**src/wake_pkg.sv**
```systemverilog
package wake_pkg;
  // register offsets (byte addresses on the plain port)
  localparam logic [7:0] ADDR_LEVEL_A   = 8'h00;
  localparam logic [7:0] ADDR_LEVEL_B   = 8'h04;
  localparam logic [7:0] ADDR_REQ_CLEAR = 8'h08;
  localparam logic [7:0] ADDR_NMI_CAUSE = 8'h0C;
  localparam logic [7:0] ADDR_RST_CAUSE = 8'h10;
  localparam logic [7:0] ADDR_IRQ_STAT  = 8'h14;
  localparam logic [7:0] ADDR_IRQ_MASK  = 8'h18;

  localparam int NUM_SRC     = 8;
  localparam int LANE_W      = 8;
  // lane field positions
  localparam int POS_ENABLE  = 0;
  localparam int POS_UNDEF   = 1;
  localparam int POS_EDGE    = 2;
  localparam int POS_LEVEL   = 4;
  localparam int POS_TOP     = 7;
  localparam int RTC_INDEX   = 7;

  typedef enum logic [2:0] {
    LVL_LOW     = 3'h0,
    LVL_HIGH    = 3'h1,
    LVL_FALL    = 3'h2,
    LVL_RISE    = 3'h3,
    LVL_BOTH    = 3'h4
  } level_sel_t;

  localparam logic [1:0] EDGE_NONE = 2'h0;
  localparam logic [1:0] EDGE_RISE = 2'h1;
  localparam logic [1:0] EDGE_FALL = 2'h2;

  localparam logic [4:0] CLR_CODE_MAX = 5'h07;

  // nmi and reset cause bit positions
  localparam int NMI_WDOG_BIT = 0;
  localparam int NMI_LVD_BIT  = 2;
  localparam int RST_PIN_BIT  = 0;
  localparam int RST_OSC_BIT  = 1;
  localparam int RST_WDOG_BIT = 2;
  localparam int RST_STOP_BIT = 3;
  localparam int RST_SYS_BIT  = 4;
  localparam int RST_LVD_BIT  = 6;
  localparam logic [7:0] RST_WRITABLE = 8'h5D;
  localparam logic [7:0] RST_RESET    = 8'h01;
  localparam logic [31:0] UNDEF_FILL  = 32'h00000000; // arbitrary value for undefined bits
endpackage : wake_pkg

```
**src/wake_src_if.sv**
```systemverilog
`timescale 1ns/1ps
// per-source configuration and status between top and detector
interface wake_src_if;
  logic [2:0] level_sel;
  logic       enable;
  logic       clear;
  logic [1:0] edge_stat;
  logic       pending;
  logic       fired;
  modport ctrl (output level_sel, output enable, output clear, input edge_stat, input pending, input fired);
  modport det  (input level_sel, input enable, input clear, output edge_stat, output pending, output fired);
endinterface : wake_src_if

```
**src/wake_detect.sv**
```systemverilog
`timescale 1ns/1ps
module wake_detect (
  // clock and reset
  input  wire logic clk,
  input  wire logic sys_rst,
  // raw wake pin
  input  wire logic pin,
  // control and status
  wake_src_if.det   src
);
  logic [2:0] sync_q, sync_d;
  logic       last_q, last_d;
  logic [1:0] edge_q, edge_d;
  logic       pend_q, pend_d;
  logic       rise, fall, hit;

  // three-stage synchroniser; stable value is taken when stages two and three agree
  always_comb begin
    sync_d = {sync_q[1:0], pin};
    last_d = (sync_q[2] == sync_q[1]) ? sync_q[2] : last_q;
    rise   = (sync_q[2] == sync_q[1]) && sync_q[2] && !last_q;
    fall   = (sync_q[2] == sync_q[1]) && !sync_q[2] && last_q;
    unique case (src.level_sel)
      3'(wake_pkg::LVL_LOW):  hit = !last_q;
      3'(wake_pkg::LVL_HIGH): hit = last_q;
      3'(wake_pkg::LVL_FALL): hit = fall;
      3'(wake_pkg::LVL_RISE): hit = rise;
      3'(wake_pkg::LVL_BOTH): hit = rise | fall;
      default:                hit = 1'b0;             // prohibited codes never fire
    endcase
    edge_d = edge_q;
    pend_d = pend_q;
    // clear first so a same-cycle event wins
    if (src.clear) begin
      edge_d = wake_pkg::EDGE_NONE;
      pend_d = 1'b0;
    end
    if (hit && src.enable) begin
      pend_d = 1'b1;                                   // held until cleared
      if (src.level_sel == 3'(wake_pkg::LVL_BOTH)) begin
        edge_d = edge_d | (rise ? wake_pkg::EDGE_RISE : wake_pkg::EDGE_FALL);
      end
    end
  end

  // registers; reset leaves nothing pending
  always_ff @(posedge clk) begin
    if (sys_rst) begin
      sync_q <= 3'h0;
      last_q <= 1'b0;
      edge_q <= wake_pkg::EDGE_NONE;
      pend_q <= 1'b0;
    end else begin
      sync_q <= sync_d;
      last_q <= last_d;
      edge_q <= edge_d;
      pend_q <= pend_d;
    end
  end

  assign src.edge_stat = edge_q;
  assign src.pending   = pend_q;
  assign src.fired     = hit && src.enable;

  a_clear_drops_edge: assert property (@(posedge clk) disable iff (sys_rst)
    src.clear && !(hit && src.enable) |=> edge_q == wake_pkg::EDGE_NONE && !pend_q)
    else $error("clear did not drop edge status");
  a_disabled_no_pend: assert property (@(posedge clk) disable iff (sys_rst)
    !pend_q && !src.enable |=> !pend_q)
    else $error("disabled source became pending");
  a_pending_held: assert property (@(posedge clk) disable iff (sys_rst)
    pend_q && !src.clear |=> pend_q)
    else $error("pending request dropped without a clear");
endmodule : wake_detect

```
**src/wake_reset_flags.sv**
```systemverilog
`timescale 1ns/1ps
module wake_reset_flags (
  // clock and reset
  input  wire logic        clk,
  input  wire logic        sys_rst,
  // wake pins: seven external, rtc last
  input  wire logic [6:0]  ext_wake_pin,
  input  wire logic        rtc_wake_source,
  // reset and nmi causes, same-clock level inputs
  input  wire logic        pin_reset_seen,
  input  wire logic        watchdog_reset_seen,
  input  wire logic        deep_stop_reset_seen,
  input  wire logic        system_reset_request,
  input  wire logic        low_voltage_reset_seen,
  input  wire logic        oscillator_flash_permit,
  input  wire logic        nmi_from_watchdog,
  input  wire logic        nmi_from_low_voltage,
  // register port
  input  wire logic [7:0]  reg_addr,
  input  wire logic [31:0] reg_wdata,
  input  wire logic        reg_wr,
  input  wire logic        reg_rd,
  output logic      [31:0] reg_rdata,
  // wake outputs
  output logic             wake_request,
  output logic      [7:0]  wake_pending,
  output logic             irq
);

  wake_src_if srcs [wake_pkg::NUM_SRC] ();
  logic [7:0]  pins;
  logic [2:0]  lvl_q [wake_pkg::NUM_SRC];
  logic [2:0]  lvl_d [wake_pkg::NUM_SRC];
  logic [7:0]  en_q, en_d, clr_vec;
  logic [7:0]  nmi_q, nmi_d, rst_q, rst_d;
  logic [7:0]  stat_q, stat_d, mask_q, mask_d;
  logic [31:0] rdata_q, rdata_d;
  logic [7:0]  fired, edge_pend;

  assign pins = {rtc_wake_source, ext_wake_pin};

  // one lane of a control register
  function automatic logic [7:0] lane(input logic [2:0] l, input logic [1:0] e, input logic en);
    lane = {1'b0, l, e, wake_pkg::UNDEF_FILL[0], en}; // top bit zero, bit 1 undefined
  endfunction : lane

  genvar g;
  generate
    for (g = 0; g < wake_pkg::NUM_SRC; g++) begin : g_src
      assign srcs[g].level_sel = lvl_q[g];
      assign srcs[g].enable    = en_q[g];
      assign srcs[g].clear     = clr_vec[g];
      assign fired[g]          = srcs[g].fired;
      assign edge_pend[g]      = srcs[g].pending;
      wake_detect u_det (
        .clk     (clk),
        .sys_rst (sys_rst),
        .pin     (pins[g]),
        .src     (srcs[g])
      );
    end
  endgenerate

  // decode of the encoded clear field
  always_comb begin
    clr_vec = 8'h00;
    if (reg_wr && reg_addr == wake_pkg::ADDR_REQ_CLEAR && reg_wdata[4:0] <= wake_pkg::CLR_CODE_MAX) begin
      clr_vec[reg_wdata[2:0]] = 1'b1;
    end
  end

  // control register next state; each source is one byte lane
  always_comb begin
    en_d = en_q;
    for (int i = 0; i < wake_pkg::NUM_SRC; i++) begin
      lvl_d[i] = lvl_q[i];
      if (reg_wr && reg_addr == ((i < 4) ? wake_pkg::ADDR_LEVEL_A : wake_pkg::ADDR_LEVEL_B)) begin
        // level and enable both taken as written; ordering is left to software
        lvl_d[i] = reg_wdata[(i % 4) * wake_pkg::LANE_W + wake_pkg::POS_LEVEL +: 3];
        en_d[i]  = reg_wdata[(i % 4) * wake_pkg::LANE_W + wake_pkg::POS_ENABLE];
      end
    end
  end

  // cause flags: nmi flags follow their inputs; reset flags: set wins over software clear, writing 0
  always_comb begin
    nmi_d = 8'h00;
    nmi_d[wake_pkg::NMI_WDOG_BIT] = nmi_from_watchdog;
    nmi_d[wake_pkg::NMI_LVD_BIT]  = nmi_from_low_voltage;
    rst_d = rst_q;
    if (reg_wr && reg_addr == wake_pkg::ADDR_RST_CAUSE) begin
      rst_d = rst_q & (reg_wdata[7:0] | ~wake_pkg::RST_WRITABLE);
    end
    rst_d[wake_pkg::RST_PIN_BIT]  = rst_d[wake_pkg::RST_PIN_BIT]  | pin_reset_seen;
    rst_d[wake_pkg::RST_WDOG_BIT] = rst_d[wake_pkg::RST_WDOG_BIT] | watchdog_reset_seen;
    rst_d[wake_pkg::RST_STOP_BIT] = rst_d[wake_pkg::RST_STOP_BIT] | deep_stop_reset_seen;
    rst_d[wake_pkg::RST_SYS_BIT]  = rst_d[wake_pkg::RST_SYS_BIT]  | system_reset_request;
    rst_d[wake_pkg::RST_LVD_BIT]  = rst_d[wake_pkg::RST_LVD_BIT]  | low_voltage_reset_seen;
    rst_d[wake_pkg::RST_OSC_BIT]  = oscillator_flash_permit;      // live, read-only
  end

  // interrupt status: events set, a read clears, set wins
  always_comb begin
    stat_d = stat_q;
    mask_d = mask_q;
    if (reg_rd && reg_addr == wake_pkg::ADDR_IRQ_STAT) begin
      stat_d = 8'h00;
    end
    stat_d = stat_d | fired;
    if (reg_wr && reg_addr == wake_pkg::ADDR_IRQ_MASK) begin
      mask_d = reg_wdata[7:0];
    end
  end

  // read mux; unmapped and write-only addresses read zero
  always_comb begin
    rdata_d = 32'h00000000;
    if (reg_rd) begin
      unique case (reg_addr)
        wake_pkg::ADDR_LEVEL_A:
          rdata_d = {lane(lvl_q[3], srcs[3].edge_stat, en_q[3]), lane(lvl_q[2], srcs[2].edge_stat, en_q[2]),
                     lane(lvl_q[1], srcs[1].edge_stat, en_q[1]), lane(lvl_q[0], srcs[0].edge_stat, en_q[0])};
        wake_pkg::ADDR_LEVEL_B:
          rdata_d = {lane(lvl_q[7], srcs[7].edge_stat, en_q[7]), lane(lvl_q[6], srcs[6].edge_stat, en_q[6]),
                     lane(lvl_q[5], srcs[5].edge_stat, en_q[5]), lane(lvl_q[4], srcs[4].edge_stat, en_q[4])};
        wake_pkg::ADDR_NMI_CAUSE: rdata_d = {24'h000000, nmi_q};
        wake_pkg::ADDR_RST_CAUSE: rdata_d = {24'h000000, rst_q};
        wake_pkg::ADDR_IRQ_STAT:  rdata_d = {24'h000000, stat_q};
        wake_pkg::ADDR_IRQ_MASK:  rdata_d = {24'h000000, mask_q};
        default:                  rdata_d = 32'h00000000;
      endcase
    end
  end

  // registers; reset flag register keeps its pin flag set after reset
  always_ff @(posedge clk) begin
    if (sys_rst) begin
      for (int i = 0; i < wake_pkg::NUM_SRC; i++) begin
        lvl_q[i] <= 3'(wake_pkg::LVL_FALL);
      end
      en_q    <= 8'h00;
      nmi_q   <= 8'h00;
      rst_q   <= wake_pkg::RST_RESET;
      stat_q  <= 8'h00;
      mask_q  <= 8'h00;
      rdata_q <= 32'h00000000;
    end else begin
      lvl_q   <= lvl_d;
      en_q    <= en_d;
      nmi_q   <= nmi_d;
      rst_q   <= rst_d;
      stat_q  <= stat_d;
      mask_q  <= mask_d;
      rdata_q <= rdata_d;
    end
  end

  // reg_rdata and wake_pending straight from flops, wake_request and irq ORed from flops; an unsupported rtc setting is not trapped, software must avoid it
  assign reg_rdata    = rdata_q;
  assign wake_pending = edge_pend;
  assign wake_request = |edge_pend;
  assign irq          = |(stat_q & mask_q);

  a_rst_hold_flags: assert property (@(posedge clk) disable iff (sys_rst)
    rst_q[wake_pkg::RST_WDOG_BIT] && !(reg_wr && reg_addr == wake_pkg::ADDR_RST_CAUSE) |=> rst_q[wake_pkg::RST_WDOG_BIT])
    else $error("reset flag cleared without a write");
  a_rst_set_flag: assert property (@(posedge clk) disable iff (sys_rst)
    low_voltage_reset_seen |=> rst_q[wake_pkg::RST_LVD_BIT])
    else $error("low voltage reset flag not set");
  a_osc_flag_live: assert property (@(posedge clk) disable iff (sys_rst)
    ##1 rst_q[wake_pkg::RST_OSC_BIT] == $past(oscillator_flash_permit))
    else $error("oscillator flag does not follow input");
  a_nmi_wdog_flag: assert property (@(posedge clk) disable iff (sys_rst)
    nmi_from_watchdog |=> nmi_q[wake_pkg::NMI_WDOG_BIT])
    else $error("watchdog nmi flag missing");
  a_nmi_lvd_flag: assert property (@(posedge clk) disable iff (sys_rst)
    nmi_from_low_voltage |=> nmi_q[wake_pkg::NMI_LVD_BIT])
    else $error("low voltage nmi flag missing");
  a_clear_bad_code: assert property (@(posedge clk) disable iff (sys_rst)
    reg_wr && reg_addr == wake_pkg::ADDR_REQ_CLEAR && reg_wdata[4:3] != 2'h0 |-> clr_vec == 8'h00)
    else $error("prohibited clear code acted");
  a_lane_top_zero: assert property (@(posedge clk) disable iff (sys_rst)
    $past(reg_rd) && $past(reg_addr) == wake_pkg::ADDR_LEVEL_A |-> reg_rdata[31] == 1'b0 && reg_rdata[7] == 1'b0)
    else $error("lane top bit not zero");
  a_level_written: assert property (@(posedge clk) disable iff (sys_rst)
    reg_wr && reg_addr == wake_pkg::ADDR_LEVEL_A |=> lvl_q[0] == $past(reg_wdata[6:4]))
    else $error("level select not stored");
  a_rst_write_one: assert property (@(posedge clk) disable iff (sys_rst)
    reg_wr && reg_addr == wake_pkg::ADDR_RST_CAUSE && reg_wdata[wake_pkg::RST_LVD_BIT] && rst_q[wake_pkg::RST_LVD_BIT]
    |=> rst_q[wake_pkg::RST_LVD_BIT])
    else $error("writing one changed a reset flag");
  a_rst_write_zero: assert property (@(posedge clk) disable iff (sys_rst)
    reg_wr && reg_addr == wake_pkg::ADDR_RST_CAUSE && !reg_wdata[wake_pkg::RST_PIN_BIT] && !pin_reset_seen
    |=> !rst_q[wake_pkg::RST_PIN_BIT])
    else $error("writing zero left a reset flag set");
  a_nmi_wdog_drop: assert property (@(posedge clk) disable iff (sys_rst)
    !nmi_from_watchdog |=> !nmi_q[wake_pkg::NMI_WDOG_BIT])
    else $error("watchdog nmi flag outlived its source");
  a_enable_written: assert property (@(posedge clk) disable iff (sys_rst)
    reg_wr && reg_addr == wake_pkg::ADDR_LEVEL_B
    |=> en_q[wake_pkg::RTC_INDEX] == $past(reg_wdata[3 * wake_pkg::LANE_W + wake_pkg::POS_ENABLE]))
    else $error("enable bit not stored");
endmodule : wake_reset_flags

```
**config.mk**
```make
export PLATFORM = sky130hd
export DESIGN_NAME = wake_reset_flags
export DESIGN_NICKNAME = d
export VERILOG_FILES = /design/src/wake_pkg.sv /design/src/wake_src_if.sv /design/src/wake_detect.sv /design/src/wake_reset_flags.sv
export SDC_FILE = /design/constraint.sdc
export NUM_CORES = 1
export LEC_CHECK = 0
export BUFFER_PORTS_ARGS = -buffer_cell sky130_fd_sc_hd__buf_2
export CORE_MARGIN = 5
export CORE_UTILIZATION = 45
export DETAILED_ROUTE_END_ITERATION = 8
export HOLD_SLACK_MARGIN = 0.03
export PLACE_DENSITY = 0.66
export SETUP_SLACK_MARGIN = 0.5
export SYNTH_ARGS = -nofsm -noshare
export SYNTH_HDL_FRONTEND = slang
export SYNTH_SLANG_ARGS = --single-unit
```
**constraint.sdc**
```tcl
create_clock -name clk -period 2.4 [get_ports clk]
set_input_delay 0.48 -clock clk [delete_from_list [all_inputs] [get_ports clk]]
set_output_delay 0.48 -clock clk [all_outputs]
set_load 0.02 [all_outputs]
```
* Word level (Yosys, flattened, before mapping)
Index checks and enable logic that the tools add are counted.
Cells by class: equal/unequal tests 46, $lt $le $gt $ge 3, muxes and demuxes 62, bitwise gates (word level) 25, reduce and logical (&&, ||, !) cells 84
Operators with widths (count):
- 31-bit case mux with 6 select lines | 1
- 2-bit two-way mux | 32
- 3-bit by 2-bit equality test with 1-bit output, second input constant | 16
- 1-bit logical AND | 48
- 1-bit case mux with 5 select lines | 8
- 3-bit by 1-bit equality test with 1-bit output, second input constant | 8
- 3-bit equality test, second input constant | 8
- 8-bit by 5-bit equality test with 1-bit output, second input constant | 3
- 3-bit zero test | 8
- 1-bit two-way mux | 17
- 8-bit bitwise AND | 2
- 8-bit by 4-bit equality test with 1-bit output, second input constant | 2
- 1-bit zero test | 16
- 8-bit two-way mux | 2
- 2-bit OR | 8
- 2-bit nonzero test | 8
- 8-bit OR reduction | 2
- 1-bit OR | 13
- 1-bit equality test | 8
- 8-bit by 3-bit equality test with 1-bit output, second input constant | 1
- 8-bit zero test | 1
- 8-bit OR | 1
- 7-bit two-way mux | 1
- 5-bit by 3-bit less-or-equal comparator with 1-bit output, second input constant | 1
- other kinds (5) | 5
Word-level totals: register bits after elaboration 152

* Depth between registers and ports, before layout
word-level depth 9, depth in mapped cells 7, mapped depth without buffers 6

* Hierarchy
A second synthesis with hierarchy kept.
Unflattened totals: cell total of the unflattened synthesis 687, area total of the unflattened synthesis 6035.8 um^2
Modules (own cells, without submodules):
- wake_reset_flags | sequential area each 1641.6 um^2, cells each 391, instances 1, area each 3383.2 um^2
- wake_detect | sequential area each 140.1 um^2, cells each 37, instances 8, area each 331.6 um^2

* Least setup slack after synthesis
Ideal clock, no wire load.
path type input port to flip-flop, start input reg_addr[4], end register en_q[5], data arrival time 1.713 ns, setup slack 0.559 ns, setup time 0.128 ns, path buffers 3, stages 7, path through clkbuf_1 > nor4b_1 > and4_1 > buf_2 > buf_4 > mux2i_1 > nor2_1
Between the ends: word-level cells in the longest chain between the ends 2
RTL lines:
- from (decl) | RTL line wake_reset_flags.sv:19 | input wire logic [7:0] reg_addr,
- 8-bit by 3-bit equality test with 1-bit output | RTL line wake_reset_flags.sv:77 | if (reg_wr && reg_addr == ((i < 4) ? wake_pkg::ADDR_LEVEL_A : wake_pkg::ADDR_LEVEL_B)) begin
- 1-bit logical AND | RTL line wake_reset_flags.sv:77
- to (signal assigned) | RTL line wake_reset_flags.sv:149 | en_q <= en_d;
- to (decl) | RTL line wake_reset_flags.sv:34 | logic [7:0] en_q, en_d, clr_vec;
Every way passes these cells. A chain may end at the register's enable or synchronous reset.

* Worst setup path in the final report
start register stat_q[6], end output irq
Between the ends: word-level cells in the longest chain between the ends 2
RTL lines:
- from (decl) | RTL line wake_reset_flags.sv:36 | logic [7:0] stat_q, stat_d, mask_q, mask_d;
- from (signal assigned) | RTL line wake_reset_flags.sv:152 | stat_q <= stat_d;
- 8-bit bitwise AND | RTL line wake_reset_flags.sv:162 | assign irq = |(stat_q & mask_q);
- 8-bit OR reduction | RTL line wake_reset_flags.sv:162
- to (decl) | RTL line wake_reset_flags.sv:27 | output logic irq
Every way passes these cells.

==> results.sh <==
export IMPL_outcome="complete, no violations"
export IMPL_crit_path_start_kind="flop"
export IMPL_wl_met1_mm=6.68
export IMPL_synth_seq_cells=138
export IMPL_routedWlPerCell_um=16.7
export IMPL_root_buffer="clkbuf_16"
export IMPL_fin_crit_sh_pct=74.6
export IMPL_tns_ns=0
export IMPL_die_area_um2=15600
export IMPL_drive_above_1_share_pct=19.5
export IMPL_top_layer="met4"
export IMPL_cp_num_cells=3
export IMPL_clkTransAtPathRegs_ns=0.06
export IMPL_antenna_found_initial=0
export IMPL_drc_errors=0
export IMPL_numCtsBuffers=17
export IMPL_yosysTopAreaCell="dfxtp_1"
export IMPL_path_max_fanout=3
export IMPL_grt_max_degree=92
export IMPL_async_reset_ff_share_pct=0
export IMPL_p_leak_nw=2.71
export IMPL_clkPwrFrac_pct=48.8
export IMPL_start_util_pct=45.4
export IMPL_cts_hold_buffers_added=0
export IMPL_setup_viol=0
export IMPL_grt_setup_unrepaired="no"
export IMPL_routed_wl_met3_mm=1.18
export IMPL_endpoint="irq"
export IMPL_hold_violations=0
export IMPL_end_kind="primary output"
export IMPL_layout_common_cells="138 x dfxtp_1, 83 x buf_2, 71 x nor2_1"
export IMPL_criticalPathCategory="reg -> out"
export IMPL_drt_pass1_iter_count=5
export IMPL_synth_area_um2=5950
export IMPL_relSlewSlack_pct=36.4
export IMPL_hold_ws_ns=0.267
export IMPL_nets=798
export IMPL_intPower_mw=3.91
export IMPL_final_common_cell="dfxtp_1"
export IMPL_syn_avg_cell_area_um2=9.16
export IMPL_finalWirelength_mm=15.2
export IMPL_grt_overflow_total=0
export IMPL_slowest_stage="dfxtp_1"
export IMPL_grt_total_usage_pct=19.5
export IMPL_syn_inst=649
export IMPL_dp_cells=879
export IMPL_worstPathArrival_ns=1.31
export IMPL_die_w_um=125
export IMPL_drtIter0Drc=569
export IMPL_powerDensity_nw_per_um2=712
export IMPL_ios=102
export IMPL_cts_tree="yes"
export IMPL_areaGrowthSynthToFinish_pct=18.8
export IMPL_synth_main_ff_cell="dfxtp_1"
export IMPL_fin_skew_ns=0.00468
export IMPL_critPathBufInv=1
export IMPL_finalWorstPathRequiredPeriod_ns=1.79
export IMPL_pwr_share_seq_pct=46.4
export IMPL_yosysTopAreaCellShare_pct=46.5
export IMPL_crit_start="stat_q[6]"
export IMPL_r2r_cells=6
export IMPL_core_um2=13100
export IMPL_worst_pin_slew_ns=0.955
export IMPL_wl_met2_mm=7.09
export IMPL_cts_buffer_depth=2
export IMPL_max_freq_mhz=559
export IMPL_die_y_um=125
export IMPL_p_sw_share_pct=22.3
export IMPL_grt_pass1_vias=4811
export IMPL_cts_sinks=138
export IMPL_vias_per_cell=5.53
export IMPL_synth_area_top_cells="dfxtp_1 46%, mux2i_1 5.4%, nor2_1 4.5%"
export IMPL_stdcell_count=910
export IMPL_r2r_slack_ns=0.94
export IMPL_r2r_end="g_src[4].u_det.src.pending"
export IMPL_hpwl_mm=10.8
export IMPL_cp_slowest_stage_delay_ns=0.36
export IMPL_maxCapViolCount=0
export IMPL_synth_cell_types=52
export IMPL_antenna_cells=0
export IMPL_combPwrFrac_pct=4.8
export IMPL_gp_congestion=0.876
export IMPL_slew_viol_final=0
export IMPL_ir_drop_v=0.000388
export IMPL_fin_util_pct=54.0
export IMPL_htree_levels=4
export IMPL_rows=42
export IMPL_grt_first_pass_wirelength_mm=24.6
export IMPL_crit_chain="a22oi_1, nand4_1, buf_2"
export IMPL_yosys_warnings=0
export IMPL_yosysSeqAreaShare_pct=46.5
export IMPL_vias=5029
export IMPL_clkLatencyLatePin_ns=0.42
export IMPL_cp_top_family="flip-flops"
export IMPL_ant_nets=0
export IMPL_min_path_type="in -> reg"
export IMPL_synth_edf_count=0
export IMPL_r2r_start="g_src[4].u_det.sync_q[1]"
export IMPL_io_buffers=83
export IMPL_p_sw_mw=1.12
export IMPL_required_ns=1.92
what timing repair did:
item                       4_1_cts  5_1_grt
setup endpoints to repair        0        2
gates resized for setup          0        2
buffers inserted                 0        0
sequential cells by signal, indices dropped and copies added (netlist names):
register                   cells
rst_q                          6
g_src.u_det.last_q             8
nmi_q                          2
mask_q                         8
srcs.level_sel                24
reg_rdata                     26
stat_q                         8
g_src.u_det.sync_q            24
en_q                           8
g_src.u_det.src.pending        8
g_src.u_det.src.edge_stat     16
cell families after synthesis:
family                   count (synthesis)  synth area share (%)
AO/OA/AOI/OAI                          117                  13.4
XOR/XNOR                                 1                 0.147
adder cells (fa/ha/maj)                 16                  3.37
buffers and inverters                   77                  6.08
flip-flops                             138                  46.5
multiplexers                            37                  7.09
other                                    1                0.0631
AND/OR/NAND/NOR                        262                  23.4
worst min path at each step:
stage / slack [ns] / startpoint / cells after the start / endpoint
after floorplan: 0.41 / g_src[0].u_det.sync_q[0] / 1 / g_src[0].u_det.sync_q[1]
after global placement: 0.42 / g_src[7].u_det.sync_q[0] / 1 / g_src[7].u_det.sync_q[1]
after detailed placement: 0.43 / g_src[7].u_det.sync_q[0] / 1 / g_src[7].u_det.sync_q[1]
after CTS: 0.25 / ext_wake_pin[2] / 2 / g_src[2].u_det.sync_q[0]
after global routing: 0.25 / ext_wake_pin[2] / 2 / g_src[2].u_det.sync_q[0]
final: 0.27 / deep_stop_reset_seen / 3 / rst_q[3]
synth_stat cells, types with 2 or more instances:
library cell / count
nand3b_1: 12
a311oi_1: 7
dfxtp_1: 138
a21bo_2: 4
nor2_1: 71
a31oi_1: 3
a22oi_1: 26
or4_1: 2
o21ai_0: 27
nand2_1: 48
a211o_1: 4
ha_1: 16
buf_2: 7
a41oi_1: 4
nor4_1: 4
nor3_1: 11
a21oi_1: 23
nand4b_1: 14
buf_4: 17
nor3b_1: 7
nor3_2: 2
and4_1: 2
mux2i_1: 32
o2bb2ai_1: 8
a32o_1: 2
nand3_1: 29
inv_1: 30
buf_1: 4
mux4_2: 4
clkbuf_1: 19
nand4_1: 8
o211ai_1: 3
nand2b_1: 15
nor2b_1: 28
worst register-to-register path: stages (launching register included):
cell,delay [ns]
dfxtp_1,0.31
inv_1,0.08
ha_1,0.18
nand3_1,0.09
a2111oi_0,0.44
a31oi_1,0.11
a21bo_2,0.20
routing by layer:
metal	vias up	track usage (%)
li1	2417	-
met1	2393	25.5
met2	192	30.6
met3	27	5.46
met4	0	7.46
met5	-	0
power by group through the flow:
stage	clock, mW	combinational, mW	sequential (mW)
2_1_floorplan	0	0.149	2.38
3_3_place_gp	0	0.233	2.38
3_5_place_dp	0	0.239	2.38
4_1_cts	2.49	0.240	2.34
5_1_grt	2.61	0.263	2.34
6_report	2.46	0.242	2.34
metrics by stage:
stage | power [mW] | instance area, um^2 | setup slack [ns]
final | 5.03 | 7060 | 0.610
after global routing | 5.21 | 7060 | 0.512
after CTS | 5.07 | 7050 | 0.568
after detailed placement | 2.62 | 6490 | 0.240
after global placement | 2.62 | 6490 | 0.261
after floorplan | 2.53 | 5970 | 0.559
layout make-up:
class,count,area [um^2]
fill,1182,6020
multi-input combinational,439,2850
sequential,138,2760
timing repair buffer,96,551
clock buffer,21,470
tap,176,220
inverter,30,113
clock inverter,10,95.1
Note: power is estimated with default switching activity, not from simulation.
